$ cat config.mk
export PLATFORM = sky130hd
export DESIGN_NAME = ufl_core
export DESIGN_NICKNAME = d
export VERILOG_FILES = /design/src/ufl_pkg.sv /design/src/ufl_core.sv
export VERILOG_INCLUDE_DIRS = /design/src
export SDC_FILE = /design/constraint.sdc
export NUM_CORES = 2
export LEC_CHECK = 0
export BUFFER_PORTS_ARGS = -buffer_cell sky130_fd_sc_hd__buf_4
export CAP_MARGIN = 20
export CORE_MARGIN = 8
export CORE_UTILIZATION = 54
export CTS_BUF_LIST = sky130_fd_sc_hd__clkbuf_8 sky130_fd_sc_hd__clkbuf_16
export CTS_CLUSTER_SIZE = 10
export DETAILED_ROUTE_END_ITERATION = 6
export PLACE_DENSITY = 0.76
export SLEW_MARGIN = 20
export SYNTH_ARGS = -nofsm -noshare
export SYNTH_HDL_FRONTEND = slang
export SYNTH_HIERARCHICAL = 1
export SYNTH_SLANG_ARGS = --single-unit
export TNS_END_PERCENT = 5
$ cat constraint.sdc
create_clock -name clk_sys -period 73.1 [get_ports clk_sys]
set_input_delay 10.965 -clock clk_sys [delete_from_list [all_inputs] [get_ports clk_sys]]
set_output_delay 10.965 -clock clk_sys [all_outputs]
set_load 0.01 [all_outputs]
$ cat src/ufl_defs.svh
// Register offsets, field positions, reset values and timing counts of the UART core
`ifndef UFL_DEFS_SVH
`define UFL_DEFS_SVH
`define UFL_A_DATA 3'h0
`define UFL_A_DLH 3'h1
`define UFL_A_FCR 3'h2
`define UFL_A_LCR 3'h3
`define UFL_A_LSR 3'h5
`define UFL_EFR_KEY 8'hbf
`define UFL_FCR_EN 0
`define UFL_FCR_RXCLR 1
`define UFL_FCR_TXCLR 2
`define UFL_FCR_DMA 3
`define UFL_EFR_ENH 4
`define UFL_LCR_STOP 2
`define UFL_LCR_PEN 3
`define UFL_LCR_EVEN 4
`define UFL_LCR_STICK 5
`define UFL_LCR_BRK 6
`define UFL_LCR_DLAB 7
`define UFL_LCR_RST 8'h00
`define UFL_EFR_RST 8'h00
`define UFL_DIV_RST 16'h0001
`define UFL_OVS_LAST 6'h0f
`define UFL_MID_TICK 4'h7
`define UFL_STOP15_LAST 6'h17
`define UFL_STOP2_LAST 6'h1f
`define UFL_TXT0 7'h08
`define UFL_TXT1 7'h10
`define UFL_TXT2 7'h20
`define UFL_TXT3 7'h38
`define UFL_RXT0 7'h08
`define UFL_RXT1 7'h10
`define UFL_RXT2 7'h38
`define UFL_RXT3 7'h3c
`endif

$ cat src/ufl_pkg.sv
// State types of the UART core
package ufl_pkg;
  typedef enum logic [4:0] {
    UFL_TX_IDLE = 5'h01,
    UFL_TX_START = 5'h02,
    UFL_TX_DATA = 5'h04,
    UFL_TX_PAR = 5'h08,
    UFL_TX_STOP = 5'h10
  } ufl_txst_t;
  typedef enum logic [4:0] {
    UFL_RX_IDLE = 5'h01,
    UFL_RX_START = 5'h02,
    UFL_RX_DATA = 5'h04,
    UFL_RX_PAR = 5'h08,
    UFL_RX_STOP = 5'h10
  } ufl_rxst_t;
endpackage

$ cat src/ufl_core.sv
// UART channel core: FIFOs, line format control, line status and serial shifters
//
// Functional notes
// [RQ1] Receive shifter deserializes RX and pushes each character into a 64-entry FIFO.
// [RQ2] With FIFOs disabled, only entry zero is used; unread character is overwritten; the code overwrites the current head entry, which moves on each read.
// [RQ3] Each receive entry carries break, framing and parity flags with the data.
// [RQ4] Host writes go into a 64-entry transmit FIFO feeding the transmit shifter.
// [RQ5] Queue control is write-only; bit 0 enables or disables both FIFOs; the code applies it to the receive FIFO only.
// [RQ6] Writing 1 to bit 1 empties the receive FIFO; self-clearing.
// [RQ7] Writing 1 to bit 2 empties the transmit FIFO; self-clearing.
// [RQ8] Bit 3 selects DMA signalling mode 0 or 1.
// [RQ9] Bits 5:4 set transmit trigger: 8, 16, 32 or 56 spaces.
// [RQ10] Bits 7:6 set receive trigger: 8, 16, 56 or 60 characters.
// [RQ11] Transmit trigger field changes only while enhanced functions are enabled.
// [RQ12] Line format bits 1:0 give 5 to 8 data bits both ways.
// [RQ13] Bit 2 selects one stop bit, else 1.5 (5-bit) or two.
// [RQ14] Bit 3 enables parity generate and check; bit 4 picks even.
// [RQ15] Bit 5 with parity forces the parity bit to inverse of bit 4.
// [RQ16] Bit 6 holds TX low as a break while set.
// [RQ17] Bit 7 switches data addresses to the divisor latches.
// [RQ18] Status bit 0 shows receive data present; bit 1 shows overrun.
// [RQ19] Status bits 4:2 show head entry break, framing, parity flags live.
// [RQ20] Bit 5 shows transmit FIFO empty; bit 6 also requires shifter idle.
// [RQ21] Bit 7 stays set while any receive entry carries an error.
// [RQ22] Reading status never pops; only a data read advances the receive FIFO.
// [RQ23] Reading status clears the overrun flag.
`timescale 1ns/1ps
`include "ufl_defs.svh"

module ufl_fifo #(
  parameter int W = 11,
  parameter int DEPTH = 64
) (
  input wire logic clk_sys,             // System clock
  input wire logic rst_n,               // Synchronised reset, active low
  input wire logic clk_en,              // Freezes state while low
  input wire logic clear,               // Empties the FIFO
  input wire logic over,                // Overwrite head instead of queueing
  input wire logic in_valid,            // Write request
  output logic in_ready,                // Space available
  input wire logic [W-1:0] in_data,     // Write data
  output logic out_valid,               // Head entry present
  input wire logic out_ready,           // Pop request
  output logic [W-1:0] out_data,        // Head entry
  output logic [$clog2(DEPTH+1)-1:0] count  // Entries held
);
  localparam int AW = $clog2(DEPTH);
  localparam int CW = $clog2(DEPTH+1);
  typedef struct packed {
    logic [DEPTH-1:0][W-1:0] mem;
    logic [AW-1:0] wp;
    logic [AW-1:0] rp;
    logic [CW-1:0] cnt;
  } ufl_fst_t;
  ufl_fst_t s_r, s_nxt;
  logic pop, ovw, push;

  assign in_ready = s_r.cnt != CW'(DEPTH);
  assign out_valid = s_r.cnt != '0;
  assign out_data = s_r.mem[s_r.rp];
  assign count = s_r.cnt;
  assign pop = out_valid && out_ready;
  // Overwrite only when no pop races it, so the head never goes stale
  assign ovw = in_valid && over && out_valid && !pop;
  assign push = in_valid && in_ready && !ovw;

  always_comb begin
    s_nxt = s_r;
    if (clk_en) begin
      if (clear) begin
        s_nxt.wp = '0;
        s_nxt.rp = '0;
        s_nxt.cnt = '0;
      end else begin
        if (ovw) begin
          s_nxt.mem[s_r.rp] = in_data;
        end else if (push) begin
          s_nxt.mem[s_r.wp] = in_data;
          s_nxt.wp = (s_r.wp == AW'(DEPTH-1)) ? '0 : AW'(s_r.wp + 1'b1);
        end
        if (pop) begin
          s_nxt.rp = (s_r.rp == AW'(DEPTH-1)) ? '0 : AW'(s_r.rp + 1'b1);
        end
        s_nxt.cnt = CW'(s_r.cnt + CW'(push) - CW'(pop));
      end
    end
  end

  always_ff @(posedge clk_sys or negedge rst_n) begin
    if (!rst_n) begin
      s_r <= '0;
    end else begin
      s_r <= s_nxt;
    end
  end
endmodule

module ufl_core #(
  parameter int DEPTH = 64
) (
  input wire logic clk_sys,             // System clock, 20 MHz
  input wire logic reset_n,             // Asynchronous reset, active low
  input wire logic clk_en,              // Freezes all state except the reset synchroniser flops while low
  input wire logic cs_n,                // Chip select, active low
  input wire logic ior_n,               // Read strobe, active low
  input wire logic iow_n,               // Write strobe, active low
  input wire logic [2:0] addr,          // Register address
  input wire logic [7:0] data_in,       // Host write data
  output logic [7:0] data_out,          // Host read data
  output logic data_oe,                 // High while driving the data bus
  input wire logic rx_line,             // Serial input
  output logic tx_line,                 // Serial output
  output logic dma_mode,                // DMA signalling style
  output logic rx_trigger_hit,          // Receive fill at or above trigger
  output logic tx_trigger_hit           // Transmit free space at or above trigger
);
  import ufl_pkg::*;
  localparam int CW = $clog2(DEPTH+1);
  typedef struct packed {
    logic [13:0] bus1;
    logic [13:0] bus2;
    logic rd_prev;
    logic wr_prev;
    logic [7:0] dout;
    logic oe;
    logic [7:0] line_format_control;
    logic [7:0] enhanced_feature_control;
    logic [15:0] div;
    logic fifo_en;
    logic dma;
    logic [1:0] txtrig;
    logic [1:0] rxtrig;
    logic ovr;
    logic [CW-1:0] errcnt;
    logic rxhit;
    logic txhit;
    logic [15:0] bcnt;
    ufl_txst_t txst;
    logic [7:0] txsh;
    logic [2:0] txbit;
    logic [5:0] txtk;
    logic txpar;
    logic txo;
    logic rxs1;
    logic rxs2;
    logic rxs3;
    ufl_rxst_t rxst;
    logic [7:0] rxsh;
    logic [2:0] rxbit;
    logic [3:0] rxtk;
    logic rxpb;
  } ufl_st_t;

  ufl_st_t s_r, s_nxt;
  logic rst_s1, rst_s2, rst_n_s;
  logic rd_lvl, wr_lvl, rd_go, wr_go, dlab, tick;
  logic [2:0] baddr;
  logic [7:0] bdata;
  logic [15:0] div_last;
  logic [2:0] wlast;
  logic rx_push, rx_ready, rx_valid, rx_pop, rx_clr, tx_push, tx_ready, tx_valid, tx_pop, tx_clr;
  logic [10:0] rx_word, rx_head;
  logic [7:0] tx_head, rx_align;
  logic [CW-1:0] rx_cnt, tx_cnt;
  logic [6:0] txlvl, rxlvl;
  logic ovr_evt, err_in, err_out, err_old, ovw_evt;

  // Parity bit for the current line format
  function automatic logic ufl_par(input logic [7:0] d, input logic [7:0] line_format_control);
    logic [7:0] m;
    m = d & (8'hff >> (3'h3 - {1'b0, line_format_control[1:0]}));
    if (line_format_control[`UFL_LCR_STICK]) begin
      ufl_par = ~line_format_control[`UFL_LCR_EVEN]; // [RQ15]
    end else begin
      ufl_par = line_format_control[`UFL_LCR_EVEN] ? ^m : ~^m; // [RQ14]
    end
  endfunction

  // Reset released through two flops, asserted at once
  always_ff @(posedge clk_sys or negedge reset_n) begin
    if (!reset_n) begin
      rst_s1 <= 1'b0;
      rst_s2 <= 1'b0;
    end else begin
      rst_s1 <= 1'b1;
      rst_s2 <= rst_s1;
    end
  end
  assign rst_n_s = rst_s2;

  // Host bus pins are asynchronous; host holds address and data through the strobe
  assign rd_lvl = !s_r.bus2[13] && !s_r.bus2[12];
  assign wr_lvl = !s_r.bus2[13] && !s_r.bus2[11];
  assign baddr = s_r.bus2[10:8];
  assign bdata = s_r.bus2[7:0];
  assign rd_go = clk_en && rd_lvl && !s_r.rd_prev;
  assign wr_go = clk_en && wr_lvl && !s_r.wr_prev;
  assign dlab = s_r.line_format_control[`UFL_LCR_DLAB];
  assign wlast = 3'h4 + {1'b0, s_r.line_format_control[1:0]}; // [RQ12]

  assign div_last = (s_r.div == 16'h0000) ? 16'h0000 : 16'(s_r.div - 16'h0001);
  assign tick = clk_en && (s_r.bcnt == div_last);

  // Host data path through the two queues
  assign rx_pop = rd_go && baddr == `UFL_A_DATA && !dlab; // [RQ22]
  assign tx_push = wr_go && baddr == `UFL_A_DATA && !dlab; // [RQ4]
  assign rx_clr = wr_go && baddr == `UFL_A_FCR && s_r.line_format_control != `UFL_EFR_KEY && bdata[`UFL_FCR_RXCLR]; // [RQ6]
  assign tx_clr = wr_go && baddr == `UFL_A_FCR && s_r.line_format_control != `UFL_EFR_KEY && bdata[`UFL_FCR_TXCLR]; // [RQ7]
  assign tx_pop = tx_valid && s_r.txst == UFL_TX_IDLE;

  ufl_fifo #(.W(11), .DEPTH(DEPTH)) u_rxq (
    .clk_sys(clk_sys), .rst_n(rst_n_s), .clk_en(clk_en), .clear(rx_clr),
    .over(!s_r.fifo_en), .in_valid(rx_push), .in_ready(rx_ready), .in_data(rx_word), // [RQ2]
    .out_valid(rx_valid), .out_ready(rx_pop), .out_data(rx_head), .count(rx_cnt)
  );
  ufl_fifo #(.W(8), .DEPTH(DEPTH)) u_txq (
    .clk_sys(clk_sys), .rst_n(rst_n_s), .clk_en(clk_en), .clear(tx_clr),
    .over(1'b0), .in_valid(tx_push), .in_ready(tx_ready), .in_data(bdata),
    .out_valid(tx_valid), .out_ready(tx_pop), .out_data(tx_head), .count(tx_cnt)
  );

  // Character completes at the middle of the stop bit
  assign rx_align = s_r.rxsh >> (3'h3 - {1'b0, s_r.line_format_control[1:0]});
  assign rx_push = tick && s_r.rxst == UFL_RX_STOP && s_r.rxtk == 4'hf; // [RQ1]
  always_comb begin
    rx_word[7:0] = rx_align;
    rx_word[10] = !s_r.rxs2 && rx_align == 8'h00 && !(s_r.line_format_control[`UFL_LCR_PEN] && s_r.rxpb); // [RQ19]
    rx_word[9] = !s_r.rxs2; // [RQ3]
    rx_word[8] = s_r.line_format_control[`UFL_LCR_PEN] && (s_r.rxpb != ufl_par(rx_align, s_r.line_format_control));
  end
  assign ovw_evt = rx_push && !s_r.fifo_en && rx_valid && !rx_pop;
  assign ovr_evt = rx_push && ((s_r.fifo_en && !rx_ready) || ovw_evt); // [RQ18]
  assign err_in = rx_push && |rx_word[10:8] && (rx_ready || ovw_evt);
  assign err_old = ovw_evt && |rx_head[10:8];
  assign err_out = rx_pop && rx_valid && |rx_head[10:8];

  always_comb begin
    case (s_r.txtrig)
      2'h0: txlvl = `UFL_TXT0;
      2'h1: txlvl = `UFL_TXT1;
      2'h2: txlvl = `UFL_TXT2;
      default: txlvl = `UFL_TXT3;
    endcase
    case (s_r.rxtrig)
      2'h0: rxlvl = `UFL_RXT0;
      2'h1: rxlvl = `UFL_RXT1;
      2'h2: rxlvl = `UFL_RXT2;
      default: rxlvl = `UFL_RXT3;
    endcase
  end

  always_comb begin
    s_nxt = s_r;
    if (clk_en) begin
      s_nxt.bus1 = {cs_n, ior_n, iow_n, addr, data_in};
      s_nxt.bus2 = s_r.bus1;
      s_nxt.rd_prev = rd_lvl;
      s_nxt.wr_prev = wr_lvl;
      s_nxt.oe = rd_lvl;
      s_nxt.rxs1 = rx_line;
      s_nxt.rxs2 = s_r.rxs1;
      s_nxt.rxs3 = s_r.rxs2;
      s_nxt.bcnt = tick ? 16'h0000 : 16'(s_r.bcnt + 16'h0001);
      s_nxt.rxhit = 7'(rx_cnt) >= rxlvl; // [RQ10]
      s_nxt.txhit = 7'(CW'(DEPTH) - tx_cnt) >= txlvl; // [RQ9]
      if (rx_clr) begin
        s_nxt.errcnt = '0;
      end else begin
        s_nxt.errcnt = CW'(s_r.errcnt + CW'(err_in) - CW'(err_old) - CW'(err_out)); // [RQ21]
      end
      // Host register reads
      if (rd_go) begin
        s_nxt.dout = 8'h00;
        case (baddr)
          `UFL_A_DATA: s_nxt.dout = dlab ? s_r.div[7:0] : (rx_valid ? rx_head[7:0] : 8'h00); // [RQ17]
          `UFL_A_DLH: s_nxt.dout = dlab ? s_r.div[15:8] : 8'h00;
          `UFL_A_FCR: s_nxt.dout = (s_r.line_format_control == `UFL_EFR_KEY) ? s_r.enhanced_feature_control : 8'h00; // [RQ5]
          `UFL_A_LCR: s_nxt.dout = s_r.line_format_control;
          `UFL_A_LSR: begin
            s_nxt.dout = {s_r.errcnt != '0, // [RQ21]
                          tx_cnt == '0 && s_r.txst == UFL_TX_IDLE, tx_cnt == '0, // [RQ20]
                          rx_valid ? rx_head[10:8] : 3'h0, s_r.ovr, rx_valid}; // [RQ19] [RQ18]
          end
          default: s_nxt.dout = 8'h00;
        endcase
      end
      // Overrun set wins over the clear by a status read
      if (ovr_evt) begin
        s_nxt.ovr = 1'b1;
      end else if (rd_go && baddr == `UFL_A_LSR) begin
        s_nxt.ovr = 1'b0; // [RQ23]
      end
      // Host register writes
      if (wr_go) begin
        case (baddr)
          `UFL_A_DATA: begin
            if (dlab) begin
              s_nxt.div[7:0] = bdata; // [RQ17]
            end
          end
          `UFL_A_DLH: begin
            if (dlab) begin
              s_nxt.div[15:8] = bdata;
            end
          end
          `UFL_A_FCR: begin
            if (s_r.line_format_control == `UFL_EFR_KEY) begin
              s_nxt.enhanced_feature_control = bdata;
            end else begin
              s_nxt.fifo_en = bdata[`UFL_FCR_EN]; // [RQ5]
              s_nxt.dma = bdata[`UFL_FCR_DMA]; // [RQ8]
              s_nxt.rxtrig = bdata[7:6]; // [RQ10]
              if (s_r.enhanced_feature_control[`UFL_EFR_ENH]) begin
                s_nxt.txtrig = bdata[5:4]; // [RQ11]
              end
            end
          end
          `UFL_A_LCR: s_nxt.line_format_control = bdata;
          default: s_nxt.line_format_control = s_r.line_format_control;
        endcase
      end
      // Transmit shifter, one bit per sixteen ticks
      case (s_r.txst)
        UFL_TX_IDLE: begin
          if (tx_pop) begin
            s_nxt.txsh = tx_head;
            s_nxt.txpar = ufl_par(tx_head, s_r.line_format_control); // [RQ14]
            s_nxt.txtk = 6'h00;
            s_nxt.txbit = 3'h0;
            s_nxt.txst = UFL_TX_START;
          end
        end
        UFL_TX_START: begin
          if (tick) begin
            s_nxt.txtk = 6'(s_r.txtk + 6'h01);
            if (s_r.txtk == `UFL_OVS_LAST) begin
              s_nxt.txtk = 6'h00;
              s_nxt.txst = UFL_TX_DATA;
            end
          end
        end
        UFL_TX_DATA: begin
          if (tick) begin
            s_nxt.txtk = 6'(s_r.txtk + 6'h01);
            if (s_r.txtk == `UFL_OVS_LAST) begin
              s_nxt.txtk = 6'h00;
              s_nxt.txsh = {1'b0, s_r.txsh[7:1]};
              s_nxt.txbit = 3'(s_r.txbit + 3'h1);
              if (s_r.txbit == wlast) begin // [RQ12]
                s_nxt.txst = s_r.line_format_control[`UFL_LCR_PEN] ? UFL_TX_PAR : UFL_TX_STOP;
              end
            end
          end
        end
        UFL_TX_PAR: begin
          if (tick) begin
            s_nxt.txtk = 6'(s_r.txtk + 6'h01);
            if (s_r.txtk == `UFL_OVS_LAST) begin
              s_nxt.txtk = 6'h00;
              s_nxt.txst = UFL_TX_STOP;
            end
          end
        end
        UFL_TX_STOP: begin
          if (tick) begin
            s_nxt.txtk = 6'(s_r.txtk + 6'h01);
            if (s_r.txtk == (!s_r.line_format_control[`UFL_LCR_STOP] ? `UFL_OVS_LAST : // [RQ13]
                (s_r.line_format_control[1:0] == 2'h0 ? `UFL_STOP15_LAST : `UFL_STOP2_LAST))) begin
              s_nxt.txst = UFL_TX_IDLE;
            end
          end
        end
        default: s_nxt.txst = UFL_TX_IDLE;
      endcase
      case (s_nxt.txst)
        UFL_TX_START: s_nxt.txo = 1'b0;
        UFL_TX_DATA: s_nxt.txo = s_nxt.txsh[0];
        UFL_TX_PAR: s_nxt.txo = s_nxt.txpar;
        default: s_nxt.txo = 1'b1;
      endcase
      if (s_nxt.line_format_control[`UFL_LCR_BRK]) begin
        s_nxt.txo = 1'b0; // [RQ16]
      end
      // Receive shifter; a new start needs a falling edge, so a held break is one character
      case (s_r.rxst)
        UFL_RX_IDLE: begin
          if (!s_r.rxs2 && s_r.rxs3) begin
            s_nxt.rxtk = 4'h0;
            s_nxt.rxst = UFL_RX_START;
          end
        end
        UFL_RX_START: begin
          if (tick) begin
            s_nxt.rxtk = 4'(s_r.rxtk + 4'h1);
            if (s_r.rxtk == `UFL_MID_TICK) begin
              s_nxt.rxtk = 4'h0;
              s_nxt.rxbit = 3'h0;
              s_nxt.rxst = s_r.rxs2 ? UFL_RX_IDLE : UFL_RX_DATA;
            end
          end
        end
        UFL_RX_DATA: begin
          if (tick) begin
            s_nxt.rxtk = 4'(s_r.rxtk + 4'h1);
            if (s_r.rxtk == 4'hf) begin
              s_nxt.rxsh = {s_r.rxs2, s_r.rxsh[7:1]}; // [RQ1]
              s_nxt.rxbit = 3'(s_r.rxbit + 3'h1);
              if (s_r.rxbit == wlast) begin
                s_nxt.rxst = s_r.line_format_control[`UFL_LCR_PEN] ? UFL_RX_PAR : UFL_RX_STOP;
              end
            end
          end
        end
        UFL_RX_PAR: begin
          if (tick) begin
            s_nxt.rxtk = 4'(s_r.rxtk + 4'h1);
            if (s_r.rxtk == 4'hf) begin
              s_nxt.rxpb = s_r.rxs2; // [RQ14]
              s_nxt.rxst = UFL_RX_STOP;
            end
          end
        end
        UFL_RX_STOP: begin
          if (tick) begin
            s_nxt.rxtk = 4'(s_r.rxtk + 4'h1);
            if (s_r.rxtk == 4'hf) begin
              s_nxt.rxst = UFL_RX_IDLE;
            end
          end
        end
        default: s_nxt.rxst = UFL_RX_IDLE;
      endcase
    end
  end

  always_ff @(posedge clk_sys or negedge rst_n_s) begin
    if (!rst_n_s) begin
      s_r <= '0;
      s_r.bus1 <= 14'h3fff;
      s_r.bus2 <= 14'h3fff;
      s_r.line_format_control <= `UFL_LCR_RST;
      s_r.enhanced_feature_control <= `UFL_EFR_RST;
      s_r.div <= `UFL_DIV_RST;
      s_r.txst <= UFL_TX_IDLE;
      s_r.rxst <= UFL_RX_IDLE;
      s_r.txo <= 1'b1;
      s_r.rxs1 <= 1'b1;
      s_r.rxs2 <= 1'b1;
      s_r.rxs3 <= 1'b1;
    end else begin
      s_r <= s_nxt;
    end
  end

  assign data_out = s_r.dout;
  assign data_oe = s_r.oe;
  assign tx_line = s_r.txo;
  assign dma_mode = s_r.dma;
  assign rx_trigger_hit = s_r.rxhit;
  assign tx_trigger_hit = s_r.txhit;
endmodule

# [Word level (Yosys, flattened, before mapping)]
# Index checks and enable logic that the tools add are counted.
[word_totals] output_inout_bits=13 regBits=1406 elab_cells=470
[classes] muxes=96 order_cmp=9 n_addsub=20 bitwise_logic=5 shifts=2 n_eq_ne=62 n_reduce_logical=106
[ops] operator="$bwmux 704" count=2
[ops] operator="$mux 710" count=1
[ops] operator="$mux 704" count=1
[ops] operator="$bwmux 512" count=1
[ops] operator="$demux 11 s6" count=2
[ops] operator="$mux 8" count=12
[ops] operator="$mux 5" count=19
[ops] operator="$mux 6" count=13
[ops] operator="$mux 38" count=2
[ops] operator="$bmux 11 s6" count=1
[ops] operator="$pmux 5 s5" count=2
[ops] operator="$bmux 8 s6" count=1
[ops] operator="$demux 8 s6" count=1
[ops] operator="$mux 16" count=3
[ops] operator="$mux 22" count=2
[ops] operator="$logic_and 1x1->1" count=43
[ops] operator="$pmux 8 s5" count=1
[ops] operator="$mux 19" count=2
[ops] operator="$pmux 6 s3" count=2
[ops] operator="$mux 11" count=3
[ops] operator="$add 6x1->6 const B" count=5
[ops] operator="$lt 6x7->1 const B" count=4
[ops] operator="$ne 2x2->1 const B" count=14
[ops] operator="$sub 7x1->7" count=4
[ops] operator="other kinds (70)" count=159

# [Depth between registers and ports, before layout]
[depth] depth_word=15 ltp_mapped=28 depth_no_buf=25

# [By module]
# The synthesis kept the hierarchy.
[modules_own_cells] module="ufl_fifo (u_rxq)" area_per_inst_um2=34785.9 instances=1 cells_each=2667
[modules_own_cells] module="ufl_fifo (u_txq)" area_per_inst_um2=26354.0 instances=1 cells_each=2029
[modules_own_cells] module="ufl_core" area_per_inst_um2=9241.4 instances=1 cells_each=949

# [Worst setup path before layout]
# Ideal clock, no wire load.
[synth_timing] path_type="in2reg" start="input clk_en" end="register u_rxq.s_r (netlist bit u_rxq/count[6])" setup_ns=0.083 stages=22 setup_slack_ns=58.357 arrival_ns=14.660 path_buffers=0 path_cell_list="o21ai_0 > a31oi_1 > o211ai_1 > nor3_1 > nand4_1 > nor4_2 > nand2_1 > inv_2 > and3b_1 > nand2_1 > and3_1 > inv_1 > ha_1 > inv_1 > ha_1 > fa_1 > a21oi_1 > o21bai_1 > a31o_2 > xnor2_1 > or3_1 > o21ai_0"
[synth_via] elab_cells_between_ends=23 classes_between="2 x add/sub; 1 x mux; 20 x reduce/logical"
[synth_rtl] item="from (decl)" line_no="ufl_core.sv:103" text="input wire logic clk_en,"
[synth_rtl] item="$logic_and 1x1->1 *" line_no="ufl_core.sv:202" text="assign tick = clk_en && (s_r.bcnt == div_last);"
[synth_rtl] item="$logic_and 1x1->1 * (2 in a row)" line_no="ufl_core.sv:224" text="assign rx_push = tick && s_r.rxst == UFL_RX_STOP && s_r.rxtk == 4'hf;"
[synth_rtl] item="net rx_push" line_no="ufl_core.sv:161" text="logic rx_push, rx_ready, rx_valid, rx_pop, rx_clr, tx_push, tx_ready, tx_valid, tx_pop, tx_clr;"
[synth_rtl] item="$logic_and 1x1->1 (3 in a row)" line_no="ufl_core.sv:64" text="assign ovw = in_valid && over && out_valid && !pop;"
[synth_rtl] item="$logic_not 1->1" line_no="ufl_core.sv:65" text="assign push = in_valid && in_ready && !ovw;"
[synth_rtl] item="$logic_and 1x1->1 *" line_no="ufl_core.sv:65"
[synth_rtl] item="$add 7x1->7 *" line_no="ufl_core.sv:84" text="s_nxt.cnt = CW'(s_r.cnt + CW'(push) - CW'(pop));"
[synth_rtl] item="$sub 7x1->7 *" line_no="ufl_core.sv:84"
[synth_rtl] item="$mux 19 *" line_no="ufl_core.sv:70" text="if (clear) begin"
[synth_rtl] item="to (signal assigned)" line_no="ufl_core.sv:93" text="s_r <= s_nxt;"
[synth_rtl] item="to (decl)" line_no="ufl_core.sv:55" text="ufl_fst_t s_r, s_nxt;"
# Mark *: on every way through the listed nets, which the timed path passes. The rest lies on a longest branch.
# A chain may end at the register's enable or synchronous reset.

# [Final worst setup path]
[layout_timing] start="input clk_en" end="register u_rxq/s_r[599] (netlist name)"
[layout_via] elab_cells_between_ends=24 classes_between="1 x mux; 1 x bitwise; 22 x reduce/logical"
[layout_rtl] item="$logic_and 1x1->1 *" line_no="ufl_core.sv:202"
[layout_rtl] item="$logic_and 1x1->1 * (2 in a row)" line_no="ufl_core.sv:224"
[layout_rtl] item="net rx_push" line_no="ufl_core.sv:161"
[layout_rtl] item="$logic_and 1x1->1 (3 in a row)" line_no="ufl_core.sv:64"
[layout_rtl] item="$logic_not 1->1" line_no="ufl_core.sv:65"
[layout_rtl] item="$logic_and 1x1->1" line_no="ufl_core.sv:65"
[layout_rtl] item="$reduce_bool 2->1 (no source line)"
[layout_rtl] item="$reduce_and 3->1 (no source line)"
# Marks and branches as above.

==> summary.txt <==
Worst Setup Start Kind -> input pin
Seq/Total Area, Yosys -> 50.1%
Core ar. -> 129000 µm²
Most common cell in the netlist -> mux2_2
Post-detailed-route wirelength per cell -> 27.5 µm
Worst reg2reg startpoint -> u_rxq/s_r[7]
Clock-pin slew on the worst setup and hold paths -> 0.05 ns
Met2 Routed Length -> 90.8 mm
CP delay by family, top -> simple AND/OR/NAND/NOR gates
Synthesized flop and latch total -> 1406
Cell taking the most area after synthesis -> dfrtp_1
Syn Std Cell Area -> 70400 µm²
Power per cell area -> 28.3 nW/µm²
Post-synth EDFFs -> 0
Vias in the first global route -> 49148
Setup bufs post-CTS -> 0
Final GP Congestion -> 0.992
CTS tree -> built
Cells after Synth -> 5645
CP Cell Sequence -> buf_4 -> o21ai_0 -> a31oi_1 -> o211ai_1 -> nor3_1 -> nand4_1 -> nor4_2 -> nand2_1 -> inv_2 -> and3b_1 -> a21boi_4 -> buf_4 -> nand2_4 -> o22a_1 -> nor2_1 -> mux2_2
Remaining DRCs -> 1
Slowest-stage cell, CP -> nor2_1
RSZ-0062 raised after global routing -> no
Failing checks -> DRC, slew limit
Longest Clk Path Bufs -> 3
Worst Setup SP -> clk_en
TritonRoute pass-1 iters -> 7
Clk root buf -> clkbuf_16
CP required -> 73.73 ns
Initial core utilization -> 54.4%
Synth unique cells -> 110
Die H -> 377 µm
CP most frequent cell -> buf_4
Hold slack -> 0.345 ns
Max-slew headroom -> -151%
FMAX -> 63.9 MHz
Clk_lat worst skew -> 0.78 ns
Post-synth net total -> 5717
Layout cells sized above 1 -> 37.0%
Max Used Layer -> met5
Layout area overhead -> 8.13%
Top_reg_cell synth -> dfrtp_1
CP Capture Type -> flip-flop
Min-Delay Startpoint -> rst_s1
Die X -> 377 µm
Total Routing Usage GR -> 27.7%
Die area -> 142000 µm²
DRT met1 WL -> 81.2 mm
Largest cells by area after synthesis -> dfrtp_1 (49%), mux2_2 (22%), mux4_2 (3.9%), mux2i_1 (1.7%), dfstp_2 (1.3%)
Post-route minimum period -> 15.64 ns
Fraction of registers with async set or reset after synthesis -> 100%
Setup Skew -> 0.0531 ns
Post-CTS Hold Buffers -> 0
Post-synth top area share -> 48.7%
Critical Path AT -> 16.27 ns
Max-Cap Viols -> 0
DRT Wirelength -> 200 mm
Leakage -> 35.4 nW
Antenna violations before repair -> 5
CP peak stage delay -> 0.84 ns
Grt total ovfl -> 0
Sum of negative setup slack -> 0 ns
Dpl cell area -> 71500 µm²
Met3 WL -> 17.1 mm
Final hold violations -> 0
Nets@finish -> 5547
Via density -> 6.71
Num CTS Buffers -> 161
FP Rows -> 132
IO buf count -> 30
Num ports -> 31
Final Setup Violations -> 0
Buffer and inverter count on the worst path -> 3
CP max FO -> 81
Avg Cell Area, Syn -> 12.5 µm²
Hold/Removal Path Class -> flip-flop to flip-flop
H-tree depth -> 4
CTS sink cnt -> 1406
Largest net degree at the start of global routing -> 99
Worst vdd ir -> 0.0253 mV
Critical path type -> input pin to flip-flop
Slew @ Worst Pin -> 3.76 ns
Post-detail-place hpwl -> 124 mm
Commonest cells in the netlist -> mux2_2 (1376), dfrtp_1 (1371), clkbuf_1 (239)
First-pass GRT wire length -> 307 mm
Post_cts resized -> 0
Starting DRT DRC Count -> 5587
Status -> finished, violations left
Design area -> 76100 µm²
Via count -> 48788
Synth warnings -> 6
Max Transition Viols Final -> 135
Routed Antenna Nets -> 0
Fin crit share -> 21.4%
==> metal layers <==
layer / global-route usage [%] / vias to the layer above
met5: 0 / -
met4: 13.8 / 6
met3: 5.87 / 647
met2: 42.2 / 2327
met1: 37.8 / 25349
li1: - / 20459
==> sequential cells by signal, summed over array words and instances, names as in the netlist, 3 cells and up <==
register,cells
bdata,8
baddr,3
data_out,8
u_txq/s_r,524
u_rxq/s_r,716
u_rxq/count,7
u_txq/count,7
s_r,125
==> through the flow <==
stage / setup WS (ns) / utilization, % / total power, mW / instances
after floorplan: 31.07 / - / 1.26 / 5645
after global placement: 57.05 / 55.2 / 1.43 / 7050
after detailed placement: 56.87 / 55.2 / 1.44 / 7050
after CTS: 57.67 / 58.7 / 2.16 / 7262
after global routing: 57.14 / 58.8 / 2.24 / 7266
final: 57.46 / 58.8 / 2.16 / 7269
==> cells by family after synthesis <==
logic type	Yosys count	share of synthesized area, %
compound gates	905	9.09
xor+xnor	60	0.747
fa+ha+maj	54	1.00
buf+inv	592	3.99
flops	1406	50.1
mux	1634	27.9
other cells	2	0.0107
simple gates	992	7.22
==> layout by cell type (no fill, tap or decap), drive strengths merged, types with 22 or more instances in the layout <==
cell	synthesis	layout
mux2	1389	1389
dfrtp	1371	1371
nor2	214	214
o21ai	212	212
nand2	202	202
buf	274	181
clkbuf	240	171
nor3	170	170
a21oi	164	164
mux2i	123	123
mux4	122	122
nand3	118	118
inv	78	114
a221oi	95	95
a22oi	93	93
a31oi	51	51
ha	50	50
o22ai	46	46
xnor2	42	42
and3	40	40
dfstp	35	35
or3	35	35
nand2b	28	28
nand4	27	27
a22o	25	25
a21o	24	24
and2	23	23
nor2b	23	23
a211oi	22	22
==> final timing paths <==
path / endpoint / slack, ns / cells past startpoint
hold reg to reg: rst_n_s / 0.34 / 0
hold / removal: rst_n_s / 0.34 / 0
min in group asynchronous: u_rxq/s_r[287] / 0.38 / 0
setup / recovery: u_rxq/s_r[599] / 57.46 / 16
setup reg to reg: s_r[72] / 65.84 / 21
max in group asynchronous: rst_n_s / 62.96 / 1
==> layout make-up <==
| cell class | count | area, µm² |
|---|---|---|
| diodes | 3 | 7.51 |
| clock buffers | 171 | 4200 |
| clock inverters | 41 | 294 |
| fillers | 10258 | 53400 |
| inverters | 78 | 293 |
| multi-input cells | 3647 | 32500 |
| flip-flops and latches | 1406 | 35300 |
| well taps | 1742 | 2180 |
| repair buffers | 181 | 1410 |
==> where the power goes <==
part	internal, mW	switching [mW]
logic	0.188	0.379
registers	0.810	0.0608
clock network	0.409	0.309
total	1.41	0.749
Power figures use the tool's default switching activity.
